--- config.mk ---
export PLATFORM = sky130hd
export DESIGN_NAME = acrb_bank
export DESIGN_NICKNAME = d
export VERILOG_FILES = /design/src/acrb_pkg.sv /design/src/acrb_bank.sv /design/src/acrb_ready_pin.sv
export VERILOG_INCLUDE_DIRS = /design/src
export SDC_FILE = /design/constraint.sdc
export NUM_CORES = 1
export LEC_CHECK = 0
export BUFFER_PORTS_ARGS = -buffer_cell sky130_fd_sc_hd__buf_2
export CELL_PAD_IN_SITES_DETAIL_PLACEMENT = 0
export CELL_PAD_IN_SITES_GLOBAL_PLACEMENT = 1
export CORE_ASPECT_RATIO = 1.2
export CORE_UTILIZATION = 40
export DETAILED_ROUTE_END_ITERATION = 10
export PLACE_DENSITY = 0.83
export SYNTH_ARGS = -nofsm -noshare
export SYNTH_HDL_FRONTEND = slang
export SYNTH_SLANG_ARGS = --single-unit
export TNS_END_PERCENT = 5
--- constraint.sdc ---
create_clock -name CLK -period 2.2 [get_ports CLK]
set_clock_uncertainty 0.05 [all_clocks]
set_input_delay 0.22 -clock CLK [delete_from_list [all_inputs] [get_ports CLK]]
set_output_delay 0.22 -clock CLK [all_outputs]
set_load 0.01 [all_outputs]
--- src/acrb_params.svh ---
// Purpose: Offsets, field positions, reset values and timing counts of the config bank.
// Assumes: Word addresses on the register port, 16-bit data.
// Notes: Included by the bank and ready-pin design modules.
`ifndef ACRB_PARAMS_SVH
`define ACRB_PARAMS_SVH

// Register addresses.
`define ACRB_ADDR_MODE 4'h2
`define ACRB_ADDR_SRPC 4'h3
`define ACRB_ADDR_GAIN 4'h4
`define ACRB_ADDR_SPARE 4'h5

// Reset values.
`define ACRB_RST_MODE 16'h0510
`define ACRB_RST_SRPC 16'h030E
`define ACRB_RST_GAIN 16'h0000
`define ACRB_RST_SPARE 16'h0000

// Writable bit masks; reserved read-only bits read as zero.
`define ACRB_MASK_MODE 16'hFFFF
`define ACRB_MASK_SRPC 16'h03FF
`define ACRB_MASK_GAIN 16'hFFFF
`define ACRB_MASK_SPARE 16'hFFFF

// Mode register fields.
`define ACRB_FMT_BIT 0
`define ACRB_FLOAT_BIT 1
`define ACRB_SEL_LSB 2

// Sample rate and power fields.
`define ACRB_PWR_LSB 0
`define ACRB_OSR_LSB 2
`define ACRB_TURBO_BIT 5
`define ACRB_CHAN0_CONVERT_ON_BIT 8
`define ACRB_CHAN1_CONVERT_ON_BIT 9

// Gain fields.
`define ACRB_G0_LSB 0
`define ACRB_G1_LSB 4

// Fixed ready-pulse length.
`define ACRB_PULSE_NS 40
`define ACRB_CLK_NS 10
`define ACRB_PULSE_CYC ((`ACRB_PULSE_NS + `ACRB_CLK_NS - 1) / `ACRB_CLK_NS)

`endif

--- src/acrb_pkg.sv ---
// Purpose: Types shared by the config bank modules.
// Assumes: Constants come from acrb_params.svh.
// Notes: Types only.
package acrb_pkg;
  typedef enum logic [1:0] {PWR_VLOW, PWR_LOW, PWR_HIRES} acrb_power_t;
  typedef enum logic [1:0] {SRC_LAG, SRC_OR, SRC_LEAD} acrb_src_t;
  typedef enum {RDY_IDLE, RDY_PULSE, RDY_HOLD} acrb_rdy_state_t;
endpackage

--- src/acrb_bank.sv ---
// Purpose: Configuration register bank of a two-channel delta-sigma converter.
// Assumes: A serial front end delivers decoded word writes and reads on CLK.
// Notes: Decoded settings leave on registered outputs for the converter core.
// Functional notes
// Ready pin holds low or pulses.
// Source field picks lagging, OR, or leading.
// Idle pin drives high or floats.
// Channel converters run only when enabled.
// Fixed ratio 64 overrides ratio field.
// Ratio codes map 128 up to 16256.
// Power code selects very-low, low, high.
// Channel 1 gain is power of two.
// Channel 0 gain same power-of-two coding.
// Rate/power register resets to 030E.
// Spare word resets zero, no effect.
// Host writes zero to reserved bits.
`timescale 1ns/1ps
`include "acrb_params.svh"
module acrb_bank #(
  parameter int PULSE_CYC = `ACRB_PULSE_CYC
) (
  input wire logic CLK,                 // System clock, 100 MHz.
  input wire logic SYS_RST,             // Synchronous reset, active high.
  input wire logic REG_WR,              // Write strobe, one cycle.
  input wire logic REG_RD,              // Read strobe, one cycle.
  input wire logic [3:0] REG_ADDR,      // Register address.
  input wire logic [15:0] REG_WDATA,    // Write data.
  output logic [15:0] REG_RDATA,        // Read data, valid cycle after REG_RD.
  output logic REG_RVALID,              // Read data valid pulse.
  input wire logic [1:0] CHAN_READY,    // Per-channel conversion done pulses.
  input wire logic DATA_READ,           // Host read the conversion data.
  output logic SAMPLE_READY_PIN_O,      // Ready pin level.
  output logic SAMPLE_READY_PIN_OE_N,   // Ready pin drive enable, low drives.
  output logic CHAN0_CONVERT_ON,        // Channel 0 converter run.
  output logic CHAN1_CONVERT_ON,        // Channel 1 converter run.
  output logic [13:0] RATIO_VALUE,      // Effective oversampling ratio.
  output logic [1:0] POWER_LEVEL,       // Decoded power level.
  output logic [7:0] CHAN0_GAIN,        // Channel 0 amplifier gain.
  output logic [7:0] CHAN1_GAIN         // Channel 1 amplifier gain.
);

  ////////////////////////////////////////////////////////////////////////////
  // Decode helpers.

  // Ratio code to oversampling ratio; the top code is not a power of two.
  // ratio code table
  function automatic logic [13:0] ratio_of(input logic [2:0] code);
    logic [13:0] r;
    r = 14'h0000;
    case (code)
      3'h7: r = 14'h3F80;
      default: r = 14'(14'h0080 << code);
    endcase
    return r;
  endfunction

  // Gain code to power-of-two gain.
  function automatic logic [7:0] gain_of(input logic [2:0] code);
    return 8'(8'h01 << code);
  endfunction

  // Write strobe aimed at one register address.
  function automatic logic hit(input logic wr, input logic [3:0] a,
                               input logic [3:0] target);
    return wr && (a == target);
  endfunction

  // Effective ratio of a rate word; the fixed ratio bit beats the code.
  // fixed ratio override
  function automatic logic [13:0] ratio_eff(input logic [15:0] w);
    logic [13:0] r;
    r = ratio_of(w[`ACRB_OSR_LSB +: 3]);
    if (w[`ACRB_TURBO_BIT]) begin
      r = 14'h0040;
    end
    return r;
  endfunction

  // Power level of a rate word; both upper codes mean high resolution.
  // power code decode
  function automatic logic [1:0] power_of(input logic [15:0] w);
    logic [1:0] p;
    p = acrb_pkg::PWR_HIRES;
    case (w[`ACRB_PWR_LSB +: 2])
      2'b00: p = acrb_pkg::PWR_VLOW;
      2'b01: p = acrb_pkg::PWR_LOW;
      default: p = acrb_pkg::PWR_HIRES;
    endcase
    return p;
  endfunction

  // Read mux for one address.
  function automatic logic [15:0] pick(input logic [3:0] a, input logic [15:0] m,
                                       input logic [15:0] s, input logic [15:0] g,
                                       input logic [15:0] p);
    logic [15:0] v;
    v = 16'h0000;
    case (a)
      `ACRB_ADDR_MODE: v = m;
      `ACRB_ADDR_SRPC: v = s;
      `ACRB_ADDR_GAIN: v = g;
      `ACRB_ADDR_SPARE: v = p;
      default: v = 16'h0000;
    endcase
    return v;
  endfunction

  ////////////////////////////////////////////////////////////////////////////
  // Register storage.

  logic [15:0] mode_q, mode_d;
  logic [15:0] srpc_q, srpc_d;
  logic [15:0] gain_q, gain_d;
  logic [15:0] spare_q, spare_d;
  logic [15:0] rdata_q, rdata_d;
  logic rvalid_q, rvalid_d;

  // Mode word; only the ready pin bits act here, the rest is kept for readback.
  always_comb begin
    mode_d = mode_q;
    if (hit(REG_WR, REG_ADDR, `ACRB_ADDR_MODE)) begin
      mode_d = REG_WDATA & `ACRB_MASK_MODE;
    end
  end

  // Mode word flop.
  always_ff @(posedge CLK) begin
    if (SYS_RST) begin
      mode_q <= `ACRB_RST_MODE;
    end else begin
      mode_q <= mode_d;
    end
  end

  // Rate and power word; the top six bits are read only and stay zero.
  always_comb begin
    srpc_d = srpc_q;
    if (hit(REG_WR, REG_ADDR, `ACRB_ADDR_SRPC)) begin
      srpc_d = REG_WDATA & `ACRB_MASK_SRPC;
    end
  end

  // Rate and power word flop.
  always_ff @(posedge CLK) begin
    if (SYS_RST) begin
      // rate/power default value
      srpc_q <= `ACRB_RST_SRPC;
    end else begin
      srpc_q <= srpc_d;
    end
  end

  // Gain word; reserved bits are stored as written, the host keeps them zero.
  always_comb begin
    gain_d = gain_q;
    if (hit(REG_WR, REG_ADDR, `ACRB_ADDR_GAIN)) begin
      gain_d = REG_WDATA & `ACRB_MASK_GAIN;
    end
  end

  // Gain word flop.
  always_ff @(posedge CLK) begin
    if (SYS_RST) begin
      gain_q <= `ACRB_RST_GAIN;
    end else begin
      gain_q <= gain_d;
    end
  end

  // Spare word; nothing downstream reads it, so it cannot steer the converters.
  always_comb begin
    spare_d = spare_q;
    // spare word storage only
    if (hit(REG_WR, REG_ADDR, `ACRB_ADDR_SPARE)) begin
      spare_d = REG_WDATA & `ACRB_MASK_SPARE;
    end
  end

  // Spare word flop.
  always_ff @(posedge CLK) begin
    if (SYS_RST) begin
      // spare word cleared
      spare_q <= `ACRB_RST_SPARE;
    end else begin
      spare_q <= spare_d;
    end
  end

  // Read port; a read and a write in one cycle return the old word.
  always_comb begin
    rvalid_d = REG_RD;
    rdata_d = rdata_q;
    if (REG_RD) begin
      rdata_d = pick(REG_ADDR, mode_q, srpc_q, gain_q, spare_q);
    end
  end

  // Read port flops; the data word holds until the next read.
  always_ff @(posedge CLK) begin
    if (SYS_RST) begin
      rdata_q <= 16'h0000;
      rvalid_q <= 1'b0;
    end else begin
      rdata_q <= rdata_d;
      rvalid_q <= rvalid_d;
    end
  end

  assign REG_RDATA = rdata_q;
  assign REG_RVALID = rvalid_q;

  ////////////////////////////////////////////////////////////////////////////
  // Decoded settings for the converter core.

  logic ch0_q, ch0_d, ch1_q, ch1_d;
  logic [13:0] ratio_q, ratio_d;
  logic [1:0] pwr_q, pwr_d;
  logic [7:0] g0_q, g0_d, g1_q, g1_d;

  // Default words, so the settings flops reset to the decode of the defaults.
  localparam logic [15:0] RST_SRPC = `ACRB_RST_SRPC;
  localparam logic [15:0] RST_GAIN = `ACRB_RST_GAIN;

  // Channel run enables follow their bits one cycle later.
  always_comb begin
    // channel run enables
    ch0_d = srpc_q[`ACRB_CHAN0_CONVERT_ON_BIT];
    ch1_d = srpc_q[`ACRB_CHAN1_CONVERT_ON_BIT];
  end

  // Channel enable flops.
  always_ff @(posedge CLK) begin
    if (SYS_RST) begin
      ch0_q <= RST_SRPC[`ACRB_CHAN0_CONVERT_ON_BIT];
      ch1_q <= RST_SRPC[`ACRB_CHAN1_CONVERT_ON_BIT];
    end else begin
      ch0_q <= ch0_d;
      ch1_q <= ch1_d;
    end
  end

  // Effective oversampling ratio.
  always_comb begin
    // fixed ratio override
    ratio_d = ratio_eff(srpc_q);
  end

  // Ratio flop.
  always_ff @(posedge CLK) begin
    if (SYS_RST) begin
      ratio_q <= ratio_eff(RST_SRPC);
    end else begin
      ratio_q <= ratio_d;
    end
  end

  // Power level.
  always_comb begin
    // power code decode
    pwr_d = power_of(srpc_q);
  end

  // Power level flop.
  always_ff @(posedge CLK) begin
    if (SYS_RST) begin
      pwr_q <= power_of(RST_SRPC);
    end else begin
      pwr_q <= pwr_d;
    end
  end

  // Amplifier gains, one power of two per channel.
  always_comb begin
    // channel 1 gain
    g1_d = gain_of(gain_q[`ACRB_G1_LSB +: 3]);
    // channel 0 gain
    g0_d = gain_of(gain_q[`ACRB_G0_LSB +: 3]);
  end

  // Gain flops.
  always_ff @(posedge CLK) begin
    if (SYS_RST) begin
      g0_q <= gain_of(RST_GAIN[`ACRB_G0_LSB +: 3]);
      g1_q <= gain_of(RST_GAIN[`ACRB_G1_LSB +: 3]);
    end else begin
      g0_q <= g0_d;
      g1_q <= g1_d;
    end
  end

  assign CHAN0_CONVERT_ON = ch0_q;
  assign CHAN1_CONVERT_ON = ch1_q;
  assign RATIO_VALUE = ratio_q;
  assign POWER_LEVEL = pwr_q;
  assign CHAN0_GAIN = g0_q;
  assign CHAN1_GAIN = g1_q;

  ////////////////////////////////////////////////////////////////////////////
  // Ready pin driver; disabled channels never raise events.

  // ready pin format
  acrb_ready_pin #(
    .PULSE_CYC(PULSE_CYC)
  ) u_ready (
    .clk(CLK),
    .rst(SYS_RST),
    .chan_ready(CHAN_READY),
    .chan_on({ch1_q, ch0_q}),
    .data_read(DATA_READ),
    .source_choice(mode_q[`ACRB_SEL_LSB +: 2]),
    .pulse_format(mode_q[`ACRB_FMT_BIT]),
    .idle_float(mode_q[`ACRB_FLOAT_BIT]),
    .pin_out(SAMPLE_READY_PIN_O),
    .pin_oe_n(SAMPLE_READY_PIN_OE_N)
  );
endmodule

--- src/acrb_ready_pin.sv ---
// Purpose: Drive the sample-ready pin from per-channel data-ready events.
// Assumes: Events and settings come from logic on the same clock.
// Notes: Output enable is low while the pin is driven.
`timescale 1ns/1ps
`include "acrb_params.svh"
module acrb_ready_pin #(
  parameter int PULSE_CYC = `ACRB_PULSE_CYC
) (
  input wire logic clk,                 // System clock.
  input wire logic rst,                 // Synchronous reset, active high.
  input wire logic [1:0] chan_ready,    // One-cycle data-ready per channel.
  input wire logic [1:0] chan_on,       // Channel enables.
  input wire logic data_read,           // Host has read the data.
  input wire logic [1:0] source_choice, // Ready source select.
  input wire logic pulse_format,        // 1 gives a fixed low pulse.
  input wire logic idle_float,          // 1 floats the pin when idle.
  output logic pin_out,                 // Pin level.
  output logic pin_oe_n                 // Pin drive enable, low drives.
);
  localparam int CW = $clog2(PULSE_CYC + 1);

  logic [1:0] seen_q, seen_d;
  logic [CW-1:0] cnt_q, cnt_d;
  acrb_pkg::acrb_rdy_state_t st_q, st_d;
  logic pin_q, pin_d, oe_n_q, oe_n_d;
  logic [1:0] ev;
  logic fire;

  ////////////////////////////////////////////////////////////////////////////
  // Source selection and pin state machine.
  always_comb begin
    ev = chan_ready & chan_on;
    seen_d = seen_q;
    fire = 1'b0;
    // source select decode
    case (source_choice)
      2'b00: begin
        // Lagging: fire once every enabled channel has reported.
        seen_d = seen_q | ev;
        if ((chan_on != 2'b00) && ((seen_d & chan_on) == chan_on)) begin
          fire = 1'b1;
          seen_d = 2'b00;
        end
      end
      2'b01: begin
        fire = |ev;
      end
      default: begin
        // Leading: first enabled channel of a set fires, the rest are absorbed.
        seen_d = seen_q | ev;
        if ((seen_q == 2'b00) && (ev != 2'b00)) begin
          fire = 1'b1;
        end
        if ((seen_d & chan_on) == chan_on) begin
          seen_d = 2'b00;
        end
      end
    endcase
    st_d = st_q;
    cnt_d = cnt_q;
    case (st_q)
      acrb_pkg::RDY_IDLE: begin
        if (fire) begin
          // choose low level or pulse
          st_d = pulse_format ? acrb_pkg::RDY_PULSE : acrb_pkg::RDY_HOLD;
          cnt_d = CW'(PULSE_CYC - 1);
        end
      end
      acrb_pkg::RDY_PULSE: begin
        if (cnt_q == '0) begin
          st_d = acrb_pkg::RDY_IDLE;
        end else begin
          cnt_d = cnt_q - CW'(1);
        end
      end
      acrb_pkg::RDY_HOLD: begin
        if (data_read) begin
          st_d = acrb_pkg::RDY_IDLE;
        end
      end
      default: begin
        st_d = acrb_pkg::RDY_IDLE;
      end
    endcase
    // idle drive or float
    if (st_d == acrb_pkg::RDY_IDLE) begin
      pin_d = 1'b1;
      oe_n_d = idle_float;
    end else begin
      pin_d = 1'b0;
      oe_n_d = 1'b0;
    end
  end

  // State registers.
  always_ff @(posedge clk) begin
    if (rst) begin
      seen_q <= 2'b00;
      cnt_q <= '0;
      st_q <= acrb_pkg::RDY_IDLE;
      pin_q <= 1'b1;
      oe_n_q <= 1'b0;
    end else begin
      seen_q <= seen_d;
      cnt_q <= cnt_d;
      st_q <= st_d;
      pin_q <= pin_d;
      oe_n_q <= oe_n_d;
    end
  end

  assign pin_out = pin_q;
  assign pin_oe_n = oe_n_q;
endmodule

== Word level (Yosys, flattened, before mapping) ==
Index checks and enable logic that the tools add are counted.

* Bits in registers: 148
* Input port bits: 27
* Output and inout bits: 53
* Word-level logic and storage cells: 78

* Add/subtract/negate cells: 1
* Equality and inequality tests: 12
* Shifts and indexed selects: 3
* Multiplexer cells: 19
* Bitwise logic cells: 4
* Reductions and logical operators: 20

{| class="wikitable"
|+ Operators by type and width
! kind !! count
|-
| $mux 32 || 3
|-
| $pmux 32 s3 || 1
|-
| $logic_not 32->1 || 2
|-
| $pmux 16 s4 || 1
|-
| $eq 32x1->1 const B || 1
|-
| $eq 32x2->1 const B || 1
|-
| $shl 1x3->8 const A || 2
|-
| $mux 14 || 1
|-
| $shl 8x3->14 const A || 1
|-
| $mux 11 || 1
|-
| $eq 4x2->1 const B || 2
|-
| $eq 4x3->1 const B || 2
|-
| $pmux 2 s2 || 2
|-
| $logic_and 1x1->1 || 6
|-
| $logic_not 2->1 || 3
|-
| $mux 2 || 3
|-
| $mux 3 || 2
|-
| $pmux 3 s2 || 1
|-
| $reduce_bool 2->1 || 3
|-
| $reduce_or 2->1 || 3
|-
| $and 2x2->2 || 2
|-
| $eq 2x1->1 const B || 2
|-
| $eq 3x3->1 const B || 1
|-
| $logic_not 3->1 || 1
|-
| other kinds (10) || 12
|}

== Longest topological paths before layout ==
* Word-level depth: 12
* Gate-level depth with buffers: 7
* Gate-level depth less buffers: 5

== Cells and area by module ==
A second synthesis with hierarchy kept.

* Cell total of the unflattened synthesis: 562
* Area total of the unflattened synthesis: 5,445.2 sq um

{| class="wikitable"
|+ Modules (own cells, without submodules)
! module !! instances !! cells an instance !! area each (sq um) !! sequential area each (sq um)
|-
| acrb_bank || 1 || 454 || 4,192.8 || 2,062.0
|-
| acrb_ready_pin || 1 || 108 || 1,252.5 || 780.7
|}

== Worst setup path after synthesis ==
Ideal clock, no wire load.

* Kind: flip-flop to flip-flop
* From: reg ch1_q (netlist: CHAN1_CONVERT_ON)
* To: reg u_ready.oe_n_q (netlist: u_ready.pin_oe_n)
* Setup time: 133 ps
* Arrival: 1,460 ps
* Data required time: 2,017 ps
* Setup slack: 558 ps
* Cell stages (with the launch flop): 6
* Path buffers: 0
* Period minus slack after synthesis: 1,642 ps
* Path through: dfxtp_1 -> nor3b_2 -> or4_4 -> a21oi_1 -> o311a_1 -> nor3b_1

* Cells in the longest elaborated chain, start to end: 12
* Elaborated cells between the ends (all ways): 17
* Those cells by class: 1 x eq/ne; 5 x mux; 4 x bitwise; 7 x reduce/logical

{| class="wikitable"
|+ Ends and longest elaborated chain
! item !! RTL line !! source
|-
| start: declaration || acrb_bank.sv:215 || <nowiki>logic ch0_q, ch0_d, ch1_q, ch1_d;</nowiki>
|-
| start signal: assignment || acrb_bank.sv:235 || <nowiki>ch1_q <= RST_SRPC[`ACRB_CHAN1_CONVERT_ON_BIT];</nowiki>
|-
| start signal: assignment || acrb_bank.sv:238 || <nowiki>ch1_q <= ch1_d;</nowiki>
|-
| $and 2x2->2 || acrb_ready_pin.sv:32 || <nowiki>ev = chan_ready & chan_on;</nowiki>
|-
| $or 2x2->2 || acrb_ready_pin.sv:39 || <nowiki>seen_d = seen_q | ev;</nowiki>
|-
| $and 2x2->2 || acrb_ready_pin.sv:40 || <nowiki>if ((chan_on != 2'b00) && ((seen_d & chan_on) == chan_on)) begin</nowiki>
|-
| $eq 2x2->1 || acrb_ready_pin.sv:40 ||
|-
| $logic_and 1x1->1 || acrb_ready_pin.sv:40 ||
|-
| $mux 1 || acrb_ready_pin.sv:40 ||
|-
| $pmux 1 s2 * || acrb_ready_pin.sv:36 || <nowiki>case (source_choice)</nowiki>
|-
| $mux 32 * || acrb_ready_pin.sv:63 || <nowiki>if (fire) begin</nowiki>
|-
| $pmux 32 s3 * || acrb_ready_pin.sv:61 || <nowiki>case (st_q)</nowiki>
|-
| $logic_not 32->1 * || acrb_ready_pin.sv:86 || <nowiki>if (st_d == acrb_pkg::RDY_IDLE) begin</nowiki>
|-
| $not 1->1 (no source line) * || -- ||
|-
| $reduce_or 2->1 (no source line) * || -- ||
|-
| end signal: assignment || acrb_ready_pin.sv:108 || <nowiki>oe_n_q <= oe_n_d;</nowiki>
|-
| end: declaration || acrb_ready_pin.sv:25 || <nowiki>logic pin_q, pin_d, oe_n_q, oe_n_d;</nowiki>
|}

Mark *: on every way between the ends. The rest lies on a longest branch, timed or not.
A chain may end at the register's enable or synchronous reset.

== Final worst setup path ==
* From: reg u_ready.st_q[25]
* To: reg u_ready.cnt_q[2]

* Cells in the longest elaborated chain, start to end: 3
* Elaborated cells between the ends (all ways): 7
* Those cells by class: 3 x eq/ne; 1 x mux; 3 x reduce/logical

{| class="wikitable"
|+ Ends and longest elaborated chain
! item !! RTL line !! source
|-
| start: declaration || acrb_ready_pin.sv:24 || <nowiki>acrb_pkg::acrb_rdy_state_t st_q, st_d;</nowiki>
|-
| start signal: assignment || acrb_ready_pin.sv:100 || <nowiki>st_q <= acrb_pkg::RDY_IDLE;</nowiki>
|-
| start signal: assignment || acrb_ready_pin.sv:106 || <nowiki>st_q <= st_d;</nowiki>
|-
| $eq 32x1->1 or $logic_not 32->1 (tied branches) || acrb_ready_pin.sv:61 ||
|-
| $ne 2x2->1 (no source line), or another cell as far along || -- ||
|-
| $reduce_and 3->1 (no source line) || -- ||
|-
| end signal: assignment || acrb_ready_pin.sv:105 || <nowiki>cnt_q <= cnt_d;</nowiki>
|-
| end: declaration || acrb_ready_pin.sv:23 || <nowiki>logic [CW-1:0] cnt_q, cnt_d;</nowiki>
|}

Several ways; a longest one is shown, not always the timed one.

==> flow_metrics.env <==
export IMPL_io_pin_count=80
export IMPL_worstMarginPinSlew_ns=0.707
export IMPL_area_growth_pct=23.1
export IMPL_rsz0062_at_grt="no"
export IMPL_crit_type="flip-flop to flip-flop"
export IMPL_maxSlewHeadroom_pct=52.9
export IMPL_powerDensity_nw_per_um2=900
export IMPL_grt_overflow_total=0
export IMPL_hold_depth=3
export IMPL_r2r_start="u_ready.st_q[25]"
export IMPL_syn_inst=549
export IMPL_ys_types=51
export IMPL_htree_levels=4
export IMPL_finalCritPeriodShare_pct=81.6
export IMPL_postCtsSetupBuffers=0
export IMPL_timing_hold_ws_ns=0.0185
export IMPL_die_h_um=125
export IMPL_clock_path_buffers=2
export IMPL_die_x_um=104
export IMPL_synthFlopType="dfxtp_1"
export IMPL_setup_worst_path_start_class="flip-flop"
export IMPL_num_vias=4124
export IMPL_drv_slew=0
export IMPL_drt_iter0_markers=271
export IMPL_worstReg2RegEnd="u_ready.cnt_q[2]"
export IMPL_avgRoutedWirePerCell_um=14.1
export IMPL_avgSynthCellArea_um2=9.12
export IMPL_dieArea_um2=13000
export IMPL_clk_latency_ns=0.41
export IMPL_drc=0
export IMPL_synthArstFlopShare_pct=0
export IMPL_ant_nets=0
export IMPL_synth_seq_cells=142
export IMPL_required_ns=2.44
export IMPL_num_rows=44
export IMPL_viasPerCell=4.99
export IMPL_finalPower_mw=5.55
export IMPL_first_pass_iters=6
export IMPL_clkTransAtPathRegs_ns=0.06
export IMPL_cp_max_fo=6
export IMPL_cts_buffers=17
export IMPL_ys_warn_count=0
export IMPL_synth_compound_area_share_pct=15.1
export IMPL_critical_path_startpoint="u_ready.st_q[25]"
export IMPL_hold_violations=0
export IMPL_status="completed"
export IMPL_post_route_min_period_ns=1.80
export IMPL_synth_xor_xnor_area_share_pct=0.525
export IMPL_antenna_found_initial=0
export IMPL_syn_area_um2=5010
export IMPL_n_antenna_cell=0
export IMPL_drv_cap=0
export IMPL_min_delay_start="REG_WDATA[12]"
export IMPL_fin_tns_setup_ns=0
export IMPL_fmax_ghz=0.557
export IMPL_clockRootBuffer="clkbuf_16"
export IMPL_synth_top_family_by_area="simple AND/OR/NAND/NOR gates"
export IMPL_initial_core_util_pct=41.1
export IMPL_p_leak_nw=2.42
export IMPL_core_um2=12200
export IMPL_place_gp_congestion=0.788
export IMPL_grt_pass1_vias=3954
export IMPL_synth_simple_area_share_pct=22.1
export IMPL_nets=681
export IMPL_ys_seq_area_share_pct=56.8
export IMPL_numPortBuffers=73
export IMPL_synthAdderAreaFrac_pct=0.500
export IMPL_crit_arrival_ns=2.04
export IMPL_holdBufCountCts=0
export IMPL_grt_max_degree=85
export IMPL_synth_edff_count=0
export IMPL_cts_tree="built"
export IMPL_grt_use_total_pct=18.7
export IMPL_setup_viol=0
export IMPL_reg2regPathDepth=5
export IMPL_cts_sinks=142
export IMPL_drive_gt1_share_pct=19.8
export IMPL_r2r_setup_slack_ns=0.40
export IMPL_hpwlAfterDp_mm=7.86
export IMPL_holdPathEnd="mode_q[12]"
export IMPL_end_kind="flip-flop"
export IMPL_synth_mux_area_share_pct=0
export IMPL_hold_class="input pin to flip-flop"
export IMPL_post_cts_resized=0
export IMPL_routed_wl_mm=11.7
export IMPL_grt_pass1_wl_mm=19.1
export IMPL_ir_drop_uv=445
[per-layer routing]
layer	GRT usage [%]	part of all wire, %	routed length (um)
met5	0	0	0
met4	7.90	1.5	172
met3	3.98	5.1	600
met2	31.2	49	5770
met1	23.4	44	5130
[worst max path at each step]
stage               slack, ns          endpoint  depth (start not counted)
floorplan                0.56  u_ready.pin_oe_n                          5
global placement         0.38       spare_q[11]                          5
detailed placement       0.37       spare_q[15]                          5
CTS                      0.39  u_ready.cnt_q[2]                          5
global route             0.24  u_ready.cnt_q[2]                          5
finish                   0.40  u_ready.cnt_q[2]                          5
[cell usage after synthesis (all sizes together) (3+ instances only)]
| cell type | number | area [um2] |
|---|---|---|
| a21boi | 3 | 22.5 |
| inv | 4 | 15.0 |
| nor2 | 36 | 135 |
| and2 | 4 | 25.0 |
| a222oi | 6 | 60.1 |
| and3 | 6 | 37.5 |
| nand2 | 131 | 492 |
| o21ai | 3 | 15.0 |
| xnor2 | 3 | 26.3 |
| dfxtp | 142 | 2840 |
| a22oi | 21 | 158 |
| nand2b | 6 | 37.5 |
| nor4 | 8 | 65.1 |
| or2 | 4 | 25.0 |
| buf | 22 | 163 |
| nor4b | 3 | 62.6 |
| a21oi | 80 | 404 |
| nand3 | 12 | 60.1 |
| nor3b | 3 | 27.5 |
| clkbuf | 15 | 58.8 |
| nor3 | 10 | 50.1 |
| o31ai | 3 | 27.5 |
[sequential cells by signal, indices dropped and copies added, names as in the netlist]
| signal | count |
|---|---|
| u_ready.st_q | 32 |
| u_ready.seen_q | 2 |
| REG_RDATA | 16 |
| REG_RVALID | 1 |
| RATIO_VALUE | 8 |
| POWER_LEVEL | 2 |
| gain_q | 16 |
| CHAN0_CONVERT_ON | 1 |
| u_ready.cnt_q | 3 |
| srpc_q | 10 |
| CHAN1_GAIN | 8 |
| mode_q | 16 |
| spare_q | 16 |
| u_ready.pin_out | 1 |
| CHAN0_GAIN | 8 |
| u_ready.pin_oe_n | 1 |
| CHAN1_CONVERT_ON | 1 |
[power by group]
group          leakage (nW)  internal (mW)  switching [mW]
Sequential             1.16           2.63          0.0248
Clock                 0.265           1.62            1.06
Combinational          1.00         0.0737           0.144
Total                  2.42           4.32            1.23
[per-stage QoR]
stage                     instance area, um2  setup WS, ns  utilization [%]  cells
after floorplan                         5140         0.558                -    584
after global placement                  5590         0.382             46.0    794
after detailed placement                5590         0.371             46.0    794
after CTS                               6160         0.387             50.6    826
after global routing                    6160         0.239             50.6    826
final                                   6160         0.405             50.6    826
[worst max-delay path, cell delays in order (launching register included)]
cell and delay, ns:
dfxtp_1 0.30, nor4_1 0.31, nand4_1 0.22, nor4_4 0.42
nand3_1 0.12, a32o_1 0.27
[layout make-up]
cell class,instances,area (um2)
multi-input cells,399,2050
fillers,1135,6000
clock inverters,12,113
well taps,161,201
inverters,6,22.5
flip-flops and latches,142,2840
clock buffers,20,457
repair buffers,86,475
[layout by cell type (no fill, tap or decap), types with 3 or more instances in the layout]
master,instances
a21oi_1,79
a222oi_1,6
a22oi_1,21
and2_1,4
and3_1,6
buf_2,73
buf_4,12
clkbuf_16,17
clkinvlp_4,5
conb_1,36
dfxtp_1,142
inv_1,4
nand2_1,131
nand2b_1,6
nand3_1,12
nor2_1,36
nor3_1,10
nor4_1,7
or2_2,4
xnor2_1,3
[cell families (layout without fill, tap and decap cells)]
family	Yosys count	count (layout)
simple gates	234	234
flops	142	142
compound gates	124	124
buf+inv	43	124
xor+xnor	3	3
fa+ha+maj	2	2
other cells	1	36
No activity file was read; power rests on OpenSTA's default activity.
